===== config.mk =====
export PLATFORM = sky130hd
export DESIGN_NAME = acr_cal_regs
export DESIGN_NICKNAME = d
export VERILOG_FILES = /design/src/acr_pkg.sv /design/src/acr_trim_rom.sv /design/src/acr_cal_regs.sv
export SDC_FILE = /design/constraint.sdc
export NUM_CORES = 1
export LEC_CHECK = 0
export ABC_AREA = 0
export BUFFER_PORTS_ARGS = -buffer_cell sky130_fd_sc_hd__buf_2
export CORE_ASPECT_RATIO = 0.5
export CORE_MARGIN = 3
export CORE_UTILIZATION = 50
export CTS_BUF_LIST = sky130_fd_sc_hd__clkbuf_4 sky130_fd_sc_hd__clkbuf_8
export DETAILED_ROUTE_END_ITERATION = 10
export MAX_ROUTING_LAYER = met4
export PLACE_DENSITY = 0.71
export REMOVE_ABC_BUFFERS = 1
export SYNTH_ARGS = -nofsm -noshare
export SYNTH_HDL_FRONTEND = slang
export SYNTH_SLANG_ARGS = --single-unit

===== constraint.sdc =====
create_clock -name clk_in -period 2.5 [get_ports clk_in]
set_clock_uncertainty 0.15 [all_clocks]
set_input_delay 0.125 -clock clk_in [delete_from_list [all_inputs] [get_ports clk_in]]
set_output_delay 0.125 -clock clk_in [all_outputs]
set_load 0.05 [all_outputs]

===== src/acr_pkg.sv =====
/*
 Constants and types shared by the converter configuration register bank:
 register addresses, reset values, field positions, opcodes and states.
 Assumes the includer refers to every item as acr_pkg::name.
*/
package acr_pkg;

	// Register addresses on the 4-bit register space
	localparam logic [3:0] ADDR_OFC_LOW = 4'h4;
	localparam logic [3:0] ADDR_OFC_MID = 4'h5;
	localparam logic [3:0] ADDR_OFC_HIGH = 4'h6;
	localparam logic [3:0] ADDR_FSC_LOW = 4'h7;
	localparam logic [3:0] ADDR_FSC_MID = 4'h8;
	localparam logic [3:0] ADDR_FSC_HIGH = 4'h9;
	localparam logic [3:0] ADDR_EXC_MAG = 4'ha;
	localparam logic [3:0] ADDR_EXC_ROUTE = 4'hb;
	localparam logic [3:0] ADDR_PIN_FUNC = 4'hc;
	localparam logic [3:0] ADDR_PIN_DIR = 4'hd;
	localparam logic [3:0] ADDR_PIN_DATA = 4'he;

	// Values after reset
	localparam logic [23:0] RST_OFFSET_COEF = 24'h000000;
	localparam logic [23:0] RST_FULLSCALE_COEF = 24'h000000;
	localparam logic [3:0] RST_EXC_MODE_MAG = 4'h0;
	localparam logic [7:0] RST_EXC_ROUTE = 8'hff;
	localparam logic [7:0] RST_PIN_REG = 8'h00;
	localparam logic [2:0] RST_GAIN = 3'h0;

	// Field positions inside the excitation magnitude and routing registers
	localparam int REV_LSB = 4;
	localparam int MODE_BIT = 3;
	localparam int SRC1_LSB = 4;

	// Command opcodes, upper nibble of the first byte
	localparam logic [3:0] OP_REG_WRITE = 4'h4;
	localparam logic [3:0] OP_REG_READ = 4'h2;

	// Cycle counts
	localparam logic [1:0] RELOAD_WAIT = 2'h2;
	localparam logic [2:0] LAST_BIT = 3'h7;

	// Serial command sequencer states
	typedef enum logic [2:0]
	{
		ST_CMD = 3'b000,
		ST_COUNT_WR = 3'b001,
		ST_COUNT_RD = 3'b010,
		ST_WDATA = 3'b011,
		ST_RDATA = 3'b100
	} acr_spi_state_t;

endpackage


===== src/acr_trim_rom.sv =====
/*
 Factory trim store: one full-scale coefficient per gain setting,
 read data registered.
 Assumes the trim contents are set by parameter at build time.
*/
`timescale 1ns/10ps

module acr_trim_rom
#(
	parameter int GAIN_BITS = 3,
	parameter int COEF_WIDTH = 24,
	// Arbitrary neutral trim contents, one word per gain code
	parameter logic [(2**GAIN_BITS)*COEF_WIDTH-1:0] TRIM_TABLE = {(2**GAIN_BITS){24'h400000}}
)
(
	input wire logic clk_in,
	input wire logic rstn_in,
	input wire logic [GAIN_BITS-1:0] gain_in,
	output logic [COEF_WIDTH-1:0] trim_out
);

	logic [COEF_WIDTH-1:0] trim_reg;
	logic [COEF_WIDTH-1:0] trim_next;

	// Word select by gain code
	always_comb
	begin
		trim_next = TRIM_TABLE[gain_in*COEF_WIDTH +: COEF_WIDTH];
	end

	// Registered read, one cycle after the gain code
	always_ff @(posedge clk_in)
	begin
		if (!rstn_in)
			trim_reg <= '0;
		else
			trim_reg <= trim_next;
	end

	assign trim_out = trim_reg;

endmodule


===== src/acr_cal_regs.sv =====
/*
 Configuration register bank of a delta-sigma converter: calibration
 coefficients, excitation source control, revision field, output pin
 mode and shared general-purpose pins, reached by register read and
 write commands over the serial port.
 Assumes serial pins are synchronous to clk_in and sclk is far slower
 than clk_in; the gain code comes from the system control register.
 Only the register read and write commands are decoded here; other
 command bytes are skipped one byte at a time.
*/
`timescale 1ns/10ps

module acr_cal_regs
#(
	parameter int PIN_COUNT = 8,
	parameter logic [3:0] REVISION = 4'h0, // Arbitrary value
	parameter logic [8*24-1:0] TRIM_TABLE = {8{24'h400000}}
)
(
	input wire logic clk_in,
	input wire logic rstn_in,
	input wire logic cs_n_in,
	input wire logic sclk_in,
	input wire logic din_in,
	input wire logic [2:0] gain_amplifier_in,
	input wire logic conv_ready_n_in,
	input wire logic [7:0] pin_in,
	output logic serial_out_ready_pin_out,
	output logic data_ready_n_out,
	output logic [23:0] offset_coefficient_out,
	output logic [23:0] fullscale_coefficient_out,
	output logic [2:0] excitation_magnitude_out,
	output logic output_pin_mode_bit_out,
	output logic [3:0] source1_route_out,
	output logic [3:0] source2_route_out,
	output logic [9:0] source1_sel_out,
	output logic [9:0] source2_sel_out,
	output logic [7:0] pin_analog_out,
	output logic [7:0] pin_out,
	output logic [7:0] pin_oe_out
);

	// Bits of the pin registers that exist in this variant
	// PIN_COUNT of 8 keeps all bits; 4 gives the smaller variant
	localparam logic [7:0] PIN_MASK = 8'(({8{1'b1}}) >> (8 - PIN_COUNT));

	// Whole block state in one record, registered as a unit
	typedef struct packed
	{
		acr_pkg::acr_spi_state_t st;
		logic sclk_q;
		logic [2:0] bits;
		logic [7:0] rx;
		logic [7:0] tx;
		logic [3:0] addr;
		logic [3:0] cnt;
		logic [23:0] offset_coefficient;
		logic [23:0] fullscale_coefficient;
		logic [3:0] mode_mag;
		logic [7:0] route;
		logic [7:0] cfg;
		logic [7:0] dir;
		logic [7:0] dat;
		logic [2:0] gain_last;
		logic [1:0] reload;
		logic dout;
		logic data_ready_n_n;
		logic [7:0] p_out;
		logic [7:0] p_oe;
		logic [7:0] p_ana;
		logic [9:0] s1_sel;
		logic [9:0] s2_sel;
	} acr_regs_t;

	// Registered state and its next value
	acr_regs_t state_reg;
	acr_regs_t state_next;
	logic [23:0] trim_data;
	logic sclk_fall;
	logic sclk_rise;
	logic [7:0] byte_in;

	// Trim word for the gain code now in force
	// Its read lags the gain code by one clock, hence the reload wait
	acr_trim_rom #(
		.GAIN_BITS(3),
		.COEF_WIDTH(24),
		.TRIM_TABLE(TRIM_TABLE)
	) u_trim (
		.clk_in(clk_in),
		.rstn_in(rstn_in),
		.gain_in(gain_amplifier_in),
		.trim_out(trim_data)
	);

	// Edge detect on the sampled serial clock
	// One sampled copy suffices because sclk is far slower than clk_in
	// Reset value low matches the idle clock, so no false edge follows reset
	assign sclk_fall = state_reg.sclk_q & ~sclk_in;
	assign sclk_rise = ~state_reg.sclk_q & sclk_in;
	assign byte_in = {state_reg.rx[6:0], din_in};

	// Route nibble to one-hot: [7:0] analog inputs, [8] ext pin 1, [9] ext pin 2
	// Codes 11xx leave every select bit low, the source disconnected
	function automatic logic [9:0] route_dec(input logic [3:0] code);
		logic [9:0] sel;
		sel = 10'h000;
		if (!code[3])
			sel[code[2:0]] = 1'b1;
		else if (!code[2])
			sel[{3'h4, code[0]}] = 1'b1;
		return sel;
	endfunction

	// Read value of one register; unmapped addresses read zero
	// Missing variant pin bits are masked so they always read zero
	function automatic logic [7:0] rd_byte(input acr_regs_t s, input logic [3:0] a, input logic [7:0] pins);
		logic [7:0] v;
		v = 8'h00;
		case (a)
			acr_pkg::ADDR_OFC_LOW: v = s.offset_coefficient[7:0];
			acr_pkg::ADDR_OFC_MID: v = s.offset_coefficient[15:8];
			acr_pkg::ADDR_OFC_HIGH: v = s.offset_coefficient[23:16];
			acr_pkg::ADDR_FSC_LOW: v = s.fullscale_coefficient[7:0];
			acr_pkg::ADDR_FSC_MID: v = s.fullscale_coefficient[15:8];
			acr_pkg::ADDR_FSC_HIGH: v = s.fullscale_coefficient[23:16];
			acr_pkg::ADDR_EXC_MAG: v = {REVISION, s.mode_mag};
			acr_pkg::ADDR_EXC_ROUTE: v = s.route;
			acr_pkg::ADDR_PIN_FUNC: v = s.cfg & PIN_MASK;
			acr_pkg::ADDR_PIN_DIR: v = s.dir & PIN_MASK;
			acr_pkg::ADDR_PIN_DATA: v = ((s.dat & ~s.dir) | (pins & s.dir)) & PIN_MASK;
			default: v = 8'h00;
		endcase
		return v;
	endfunction

	// Next-state logic: serial commands, register writes, trim reload, pins
	always_comb
	begin
		state_next = state_reg;
		state_next.sclk_q = sclk_in;

		// Trim reload waits one cycle for the trim store's registered read
		if (gain_amplifier_in != state_reg.gain_last)
		begin
			state_next.gain_last = gain_amplifier_in;
			state_next.reload = acr_pkg::RELOAD_WAIT;
		end
		else if (state_reg.reload != 2'h0)
		begin
			state_next.reload = state_reg.reload - 2'h1;
		end

		// Load lands when the countdown reaches one; a same-cycle write beats it
		if (state_reg.reload == 2'h1 && gain_amplifier_in == state_reg.gain_last)
		begin
			state_next.fullscale_coefficient = trim_data;
		end

		// Deselect aborts any command in flight
		// A partial byte is dropped; the next select starts afresh
		if (cs_n_in)
		begin
			state_next.st = acr_pkg::ST_CMD;
			state_next.bits = 3'h0;
		end
		else if (sclk_fall)
		begin
			state_next.rx = byte_in;
			state_next.bits = state_reg.bits + 3'h1;
			// Eighth falling edge: act on the completed byte
			if (state_reg.bits == acr_pkg::LAST_BIT)
			begin
				case (state_reg.st)
					acr_pkg::ST_CMD:
					begin
						// Address kept for both commands; other opcodes fall through
						state_next.addr = byte_in[3:0];
						if (byte_in[7:4] == acr_pkg::OP_REG_WRITE)
							state_next.st = acr_pkg::ST_COUNT_WR;
						else if (byte_in[7:4] == acr_pkg::OP_REG_READ)
							state_next.st = acr_pkg::ST_COUNT_RD;
						else
							state_next.st = acr_pkg::ST_CMD; // Single-byte commands belong elsewhere
					end
					acr_pkg::ST_COUNT_WR:
					begin
						state_next.cnt = byte_in[3:0];
						state_next.st = acr_pkg::ST_WDATA;
					end
					acr_pkg::ST_COUNT_RD:
					begin
						state_next.cnt = byte_in[3:0];
						// First read byte captured now, pin levels included
						state_next.tx = rd_byte(state_reg, state_reg.addr, pin_in);
						state_next.st = acr_pkg::ST_RDATA;
					end
					acr_pkg::ST_WDATA:
					begin
						// Write lands on the byte boundary, then the address steps on
						case (state_reg.addr)
							acr_pkg::ADDR_OFC_LOW: state_next.offset_coefficient[7:0] = byte_in;
							acr_pkg::ADDR_OFC_MID: state_next.offset_coefficient[15:8] = byte_in;
							acr_pkg::ADDR_OFC_HIGH: state_next.offset_coefficient[23:16] = byte_in;
							acr_pkg::ADDR_FSC_LOW: state_next.fullscale_coefficient[7:0] = byte_in;
							acr_pkg::ADDR_FSC_MID: state_next.fullscale_coefficient[15:8] = byte_in;
							acr_pkg::ADDR_FSC_HIGH: state_next.fullscale_coefficient[23:16] = byte_in;
							acr_pkg::ADDR_EXC_MAG: state_next.mode_mag = byte_in[3:0];
							acr_pkg::ADDR_EXC_ROUTE: state_next.route = byte_in;
							acr_pkg::ADDR_PIN_FUNC: state_next.cfg = byte_in & PIN_MASK;
							acr_pkg::ADDR_PIN_DIR: state_next.dir = byte_in & PIN_MASK;
							acr_pkg::ADDR_PIN_DATA: state_next.dat = byte_in & PIN_MASK;
							default: state_next.rx = byte_in; // Unmapped or foreign address, dropped
						endcase
						state_next.addr = state_reg.addr + 4'h1;
						state_next.cnt = state_reg.cnt - 4'h1;
						// Count zero means this was the last data byte
						if (state_reg.cnt == 4'h0)
							state_next.st = acr_pkg::ST_CMD;
					end
					acr_pkg::ST_RDATA:
					begin
						// Host bytes during readout are ignored; address wraps at 15
						state_next.addr = state_reg.addr + 4'h1;
						state_next.cnt = state_reg.cnt - 4'h1;
						state_next.tx = rd_byte(state_reg, state_reg.addr + 4'h1, pin_in);
						if (state_reg.cnt == 4'h0)
							state_next.st = acr_pkg::ST_CMD;
					end
					default:
					begin
						state_next.st = acr_pkg::ST_CMD;
					end
				endcase
			end
		end
		else if (sclk_rise && state_reg.st == acr_pkg::ST_RDATA)
		begin
			// Data changes on the rising edge so the host samples on falling
			state_next.dout = state_reg.tx[7];
			state_next.tx = {state_reg.tx[6:0], 1'b0};
		end

		// During readout the pin keeps the last shifted data bit
		// Outside readout the shared out pin shows ready only in mode 1
		if (state_next.st != acr_pkg::ST_RDATA)
		begin
			if (state_next.mode_mag[acr_pkg::MODE_BIT])
				state_next.dout = conv_ready_n_in;
			else
				state_next.dout = 1'b1;
		end

		// Dedicated ready pin follows the converter in every mode
		state_next.data_ready_n_n = conv_ready_n_in;

		// Pin functions, direction and drive, registered for clean outputs
		// Output enable needs both the digital function and output direction
		state_next.p_ana = ~state_next.cfg & PIN_MASK;
		state_next.p_oe = state_next.cfg & ~state_next.dir & PIN_MASK;
		state_next.p_out = state_next.dat & state_next.p_oe;

		// Excitation routing decode
		// Taken from the next value so code and select change together
		state_next.s1_sel = route_dec(state_next.route[7:4]);
		state_next.s2_sel = route_dec(state_next.route[3:0]);
	end

	// State register with synchronous reset to power-up values
	// Full-scale word starts at zero and picks up its trim two clocks later with gain code 0, three with any other
	always_ff @(posedge clk_in)
	begin
		if (!rstn_in)
		begin
			state_reg.st <= acr_pkg::ST_CMD;
			state_reg.sclk_q <= 1'b0;
			state_reg.bits <= 3'h0;
			state_reg.rx <= 8'h00;
			state_reg.tx <= 8'h00;
			state_reg.addr <= 4'h0;
			state_reg.cnt <= 4'h0;
			state_reg.offset_coefficient <= acr_pkg::RST_OFFSET_COEF;
			state_reg.fullscale_coefficient <= acr_pkg::RST_FULLSCALE_COEF;
			state_reg.mode_mag <= acr_pkg::RST_EXC_MODE_MAG;
			state_reg.route <= acr_pkg::RST_EXC_ROUTE;
			state_reg.cfg <= acr_pkg::RST_PIN_REG;
			state_reg.dir <= acr_pkg::RST_PIN_REG;
			state_reg.dat <= acr_pkg::RST_PIN_REG;
			state_reg.gain_last <= acr_pkg::RST_GAIN;
			state_reg.reload <= acr_pkg::RELOAD_WAIT;
			state_reg.dout <= 1'b1;
			state_reg.data_ready_n_n <= 1'b1;
			state_reg.p_out <= 8'h00;
			state_reg.p_oe <= 8'h00;
			state_reg.p_ana <= PIN_MASK;
			state_reg.s1_sel <= 10'h000;
			state_reg.s2_sel <= 10'h000;
		end
		else
		begin
			state_reg <= state_next;
		end
	end

	// Outputs straight from the state register
	assign serial_out_ready_pin_out = state_reg.dout;
	assign data_ready_n_out = state_reg.data_ready_n_n;
	assign offset_coefficient_out = state_reg.offset_coefficient;
	assign fullscale_coefficient_out = state_reg.fullscale_coefficient;

	// Excitation and output pin mode fields
	assign excitation_magnitude_out = state_reg.mode_mag[2:0];
	assign output_pin_mode_bit_out = state_reg.mode_mag[acr_pkg::MODE_BIT];
	assign source1_route_out = state_reg.route[acr_pkg::SRC1_LSB +: 4];
	assign source2_route_out = state_reg.route[3:0];
	assign source1_sel_out = state_reg.s1_sel;
	assign source2_sel_out = state_reg.s2_sel;

	// Shared pin controls
	assign pin_analog_out = state_reg.p_ana;
	assign pin_out = state_reg.p_out;
	assign pin_oe_out = state_reg.p_oe;

endmodule


# --- After elaboration in Yosys (flattened, before gate mapping) ---
# Index checks and enable logic that the tools add are counted.
word_totals:
  reg_bits: 189
  input_bits: 17
  out_inout_bits: 106
  elab_cells: 169
op_classes:
  n_addsub: 4
  multipliers: 1
  n_lt_le_gt_ge: 8
  eq_ne: 37
  shifts: 1
  mux: 45
  bitwise: 16
  reduce_logical: 28
op_table:
  columns: ["operator", "count"]
  rows:
  - ["192-bit by 9-bit indexed part select with 24-bit output (first input constant)", 1]
  - ["8-bit one-hot mux with 11 select lines", 2]
  - ["60-bit two-way mux", 2]
  - ["8-bit two-way mux", 14]
  - ["100-bit two-way mux", 1]
  - ["84-bit two-way mux", 1]
  - ["4-bit equality test (second input constant)", 14]
  - ["4-bit by 3-bit equality test with 1-bit output (second input constant)", 9]
  - ["8-bit AND", 4]
  - ["24-bit two-way mux", 1]
  - ["8-bit NOT", 3]
  - ["5-bit AND reduction", 4]
  - ["4-bit one-hot mux with 2 select lines", 2]
  - ["8-bit one-hot mux with 2 select lines", 1]
  - ["3-bit two-way mux", 5]
  - ["3-bit one-hot mux with 4 select lines", 1]
  - ["4-bit AND reduction", 3]
  - ["3-bit by 5-bit < comparator with 1-bit output (second input constant)", 2]
  - ["4-bit by 5-bit < comparator with 1-bit output (second input constant)", 2]
  - ["2-bit nonzero test", 5]
  - ["1-bit two-way mux", 9]
  - ["4-bit by 1-bit greater-or-equal comparator with 1-bit output (second input constant)", 2]
  - ["8-bit bitwise OR", 1]
  - ["2-bit OR reduction", 4]
  - ["other kinds (28)", 47]

# --- Longest topological paths before layout ---
logic_depth:
  word_depth: 13
  ltp_mapped: 10

# --- Hierarchy ---
# A second synthesis with hierarchy kept.
unflattened:
  cells_unflattened: 1176
  hier_area_um2: 9903.2
by_module_without_submodules:
  columns: ["module", "instances", "cells_each", "area_per_inst_um2", "seq_area_each_um2"]
  rows:
  - ["acr_cal_regs", 1, 1151, 9706.8, 3303.2]
  - ["acr_trim_rom", 1, 25, 196.4, 20.0]

# --- Least setup slack after synthesis ---
# Ideal clock, no wire load.
synth_timing:
  path_type: "reg-to-reg"
  startpoint: "register state_reg[139] (netlist name)"
  endpoint: "register state_reg[146] (netlist name)"
  setup_ps: 132
  arrival_ps: 2006
  slack_ps: 212
  path_stages_with_launch: 9
  n_path_buf: 0
  synth_period_minus_slack_ps: 2288
  cell_sequence: "dfxtp_1 > inv_1 > ha_1 > a221oi_1 > a211oi_1 > a2111oi_2 > nand2_1 > a2111oi_0 > nor3_1"
synth_between:
  elab_chain_cells: 6
  word_cells_on_any_way: 28
  cone_classes: "add/sub (1); eq/ne (22); mux (5)"
synth_lines:
  columns: ["item", "line_no", "source"]
  rows:
  - ["start, declared", "acr_cal_regs.sv:76", "acr_regs_t state_reg;"]
  - ["start signal, assigned", "acr_cal_regs.sv:301", "state_reg <= state_next;"]
  - ["4-bit by 1-bit adder with 4-bit output", "acr_cal_regs.sv:226", "state_next.tx = rd_byte(state_reg, state_reg.addr + 4'h1, pin_in);"]
  - ["4-bit equality test or 4-bit by 3-bit equality test with 1-bit output (tied branches)", "acr_cal_regs.sv:120", "case (a)"]
  - ["8-bit one-hot mux with 11 select lines", "acr_cal_regs.sv:120", null]
  - ["8-bit one-hot mux with 2 select lines *", "acr_cal_regs.sv:174", "case (state_reg.st)"]
  - ["100-bit two-way mux *", "acr_cal_regs.sv:172", "if (state_reg.bits == acr_pkg::LAST_BIT)"]
  - ["8-bit two-way mux *", "acr_cal_regs.sv:167", "else if (sclk_fall)"]
# Every way passes the cells marked *; elsewhere a longest branch is shown, timed or not. The select of a mux whose other input is x is not followed.
# A chain may end at the register's enable or synchronous reset.

# --- Worst setup path after layout ---
layout_timing:
  startpoint: "register state_reg[139] (netlist name)"
  endpoint: "register state_reg[143] (netlist name)"
# Same word-level chain as after synthesis.

==> impl_results.md <==
* Tmin final at 2.43 ns
* Final Hold Fails at 0
* I/O pins at 123
* CORE AREA at 18,000 um^2
* DR WL/cell at 26.0 um
* Std cell rows at 34
* Max reg flops at 52
* Synth Instances at 1,159
* Rel. slew slack at 44.8%
* GP Congestion at 1.07
* GRT Resource Usage Total at 38.0%
* Antenna diodes at 0
* Final worst path period share at 97.4%
* Initial antenna violation count at 0
* CTS tree: done
* Prevailing post-synth register cell: dfxtp_1
* Placed cell count at 1,459
* CTS Buf Count at 17
* Mapped Area at 9450 um^2
* Nets at 1,266
* Reg clk slew, reported paths at 0.12 ns
* Leakage power at 4.26 nW
* Setup_tns at 0 ns
* PortBufs at 122
* CP Data Required Time at 2.70 ns
* Non-Filler Instances at 1,504
* CP arrival at 2.64 ns
* H-tree Lvls at 4
* CP Class: reg2reg
* Largest net degree at the start of global routing at 47
* Layout fillers at 1,628
* Initial Utilization at 52.6%
* Clock Sinks at 166
* Share of post-route cells with drive strength above 1 at 26.4%
* ANT nets after route at 0
* Fmax at 411 MHz
* Final Core Density at 60.6%
* Clock Path Buffers at 2
* FFs w/ async S/R, synth at 0%
* Die width at 200 um
* VDD IR max at 0.342 mV
* Vias in the first global route at 8,871
* Syn-to-layout area delta at 15.1%
* Netlist cell types at 82
* Sequential share of the synthesized area at 35.2%
* # setup viols final at 0
* Die Area at 20,700 um^2
* Vias per cell at 6.39
* Post-route DRC at 0
* Yosys warnings at 0
* Clock latency at the later pin of the worst-skew pair at 0.48 ns
* Actual slew at the worst max-slew pin at 0.826 ns
* Worst setup EP type: flip-flop
* Grt total ovfl at 0
* Drt pass-1 iters at 6
* Die H at 103 um
* Maxcap violations at 0
* Status: completed
* Seq cells post-synth at 166
* First DRT Iteration DRCs at 1,110
* Reg2Reg Setup Slack at 0.07 ns
* Worst-path maximum fanout at 10
* First-pass GRT wire length at 56.7 mm
* CTS root buffer: clkbuf_8
* EDFF count, synth at 0
* Hold Crit Class: in2reg
* Final Slew Violations at 0
* Final WL at 39.1 mm
* PwrDens at 446 nW/um^2
* DP Wirelength at 28.8 mm
* Vias at 9,610
* Post-Syn Area per Cell at 8.15 um^2
* Crit path launch type: flip-flop
## layout make-up
class	count	area (um^2)	area share, %
Multi-Input combinational cell	774	4890	45.0
Inverter	29	109	1.00
Clock inverter	14	158	1.45
Clock buffer	18	248	2.28
Tap cell	252	315	2.90
Timing Repair Buffer	251	1830	16.8
Sequential cell	166	3330	30.6
## Yosys cell counts, drive strengths merged (11+ instances only)
library cell  instances  area [um^2]
clkbuf               44          166
and2                 17          106
mux2i                40          400
o21ai                38          190
inv                  29          109
nor2                 80          315
nor3                 22          120
buf                 145         1050
a22oi                29          218
and3                 11         68.8
a31oi                25          156
nand4                12         75.1
nand3                88          445
a21oi                79          399
dfxtp               166         3320
nand2b               16          100
a32oi                11         96.3
nand2               124          470
mux2                 21          236
nor3b                12          100
nor4                 11         68.8
## routing by layer
layer  global-route usage [%]  vias up  part of all wire, %
met5                        -        -                    0
met4                     9.87        0                  2.1
met3                     14.2       79                   14
met2                     51.6      642                   39
met1                     52.7     4655                   45
li1                         -     4234                    -
## kinds of logic (layout without fill, tap and decap cells)
family                     Yosys count  after routing  synth area share, %
and+or+nand+nor                    420            420                 22.0
AOI/OAI and AO/OA                  277            277                 20.1
muxes                               61             61                 6.74
DFF                                166            166                 35.2
xor gates and xnor gates             6              6                0.556
adders and majority gates           10             10                 1.32
buffers and inverters              219            312                 14.1
## where the power goes
part	switching, W	internal, W
clock network	0.00121	0.000863
registers	0.00000641	0.00265
logic	0.0000794	0.0000441
total	0.00129	0.00355
## placed cells by master (no fill, tap or decap), drive strengths merged, types with 16 or more instances in the layout
cell,Yosys,final
a21oi,79,79
a22oi,29,29
nor3,22,22
dfxtp,166,166
inv,29,37
nand2,124,124
nor2,80,80
nand2b,16,16
buf,145,241
mux2i,40,40
and2,17,17
clkbuf,44,19
a31oi,25,25
mux2,21,21
nand3,88,88
o21ai,38,38
## worst max-delay path, stage by stage (launching register included)
cell	delay, ns
dfxtp_4	0.38
ha_4	0.22
and3b_1	0.27
buf_12	0.17
nand2_1	0.19
o22ai_1	0.15
a311o_1	0.37
o41ai_2	0.31
a21oi_1	0.10
## path summary, 6_finish.rpt
check	start	depth (start not counted)	to
setup reg to reg	state_reg[139]	8	state_reg[143]
hold / removal	pin_in[2]	6	state_reg[145]
hold reg to reg	state_reg[143]	2	state_reg[143]
setup / recovery	state_reg[139]	8	state_reg[143]
## what timing repair did
| item | 4_1_cts | 5_1_grt |
|---|---|---|
| endpoints found under the hold margin | 33 | 0 |
| gates resized for setup | 3 | 21 |
| setup endpoints to repair | 9 | 28 |
| cloned | 0 | 1 |
| setup buffers | 0 | 3 |
| pin swaps | 0 | 5 |
| hold buffers | 9 | 0 |
## through the flow
| step | area (um^2) | setup WS (ns) | hold slack (ns) | power, W |
|---|---|---|---|---|
| after floorplan | 8230 | -0.673 | 0.00272 | 0.00276 |
| after global placement | 10200 | 0.0307 | 0.184 | 0.00282 |
| after detailed placement | 10200 | -0.0473 | 0.196 | 0.00283 |
| after CTS | 10700 | 0.0204 | 0.112 | 0.00484 |
| after global routing | 10900 | -0.00492 | 0.125 | 0.00498 |
| final | 10900 | 0.0654 | 0.129 | 0.00485 |
Power figures use the tool's default switching activity.
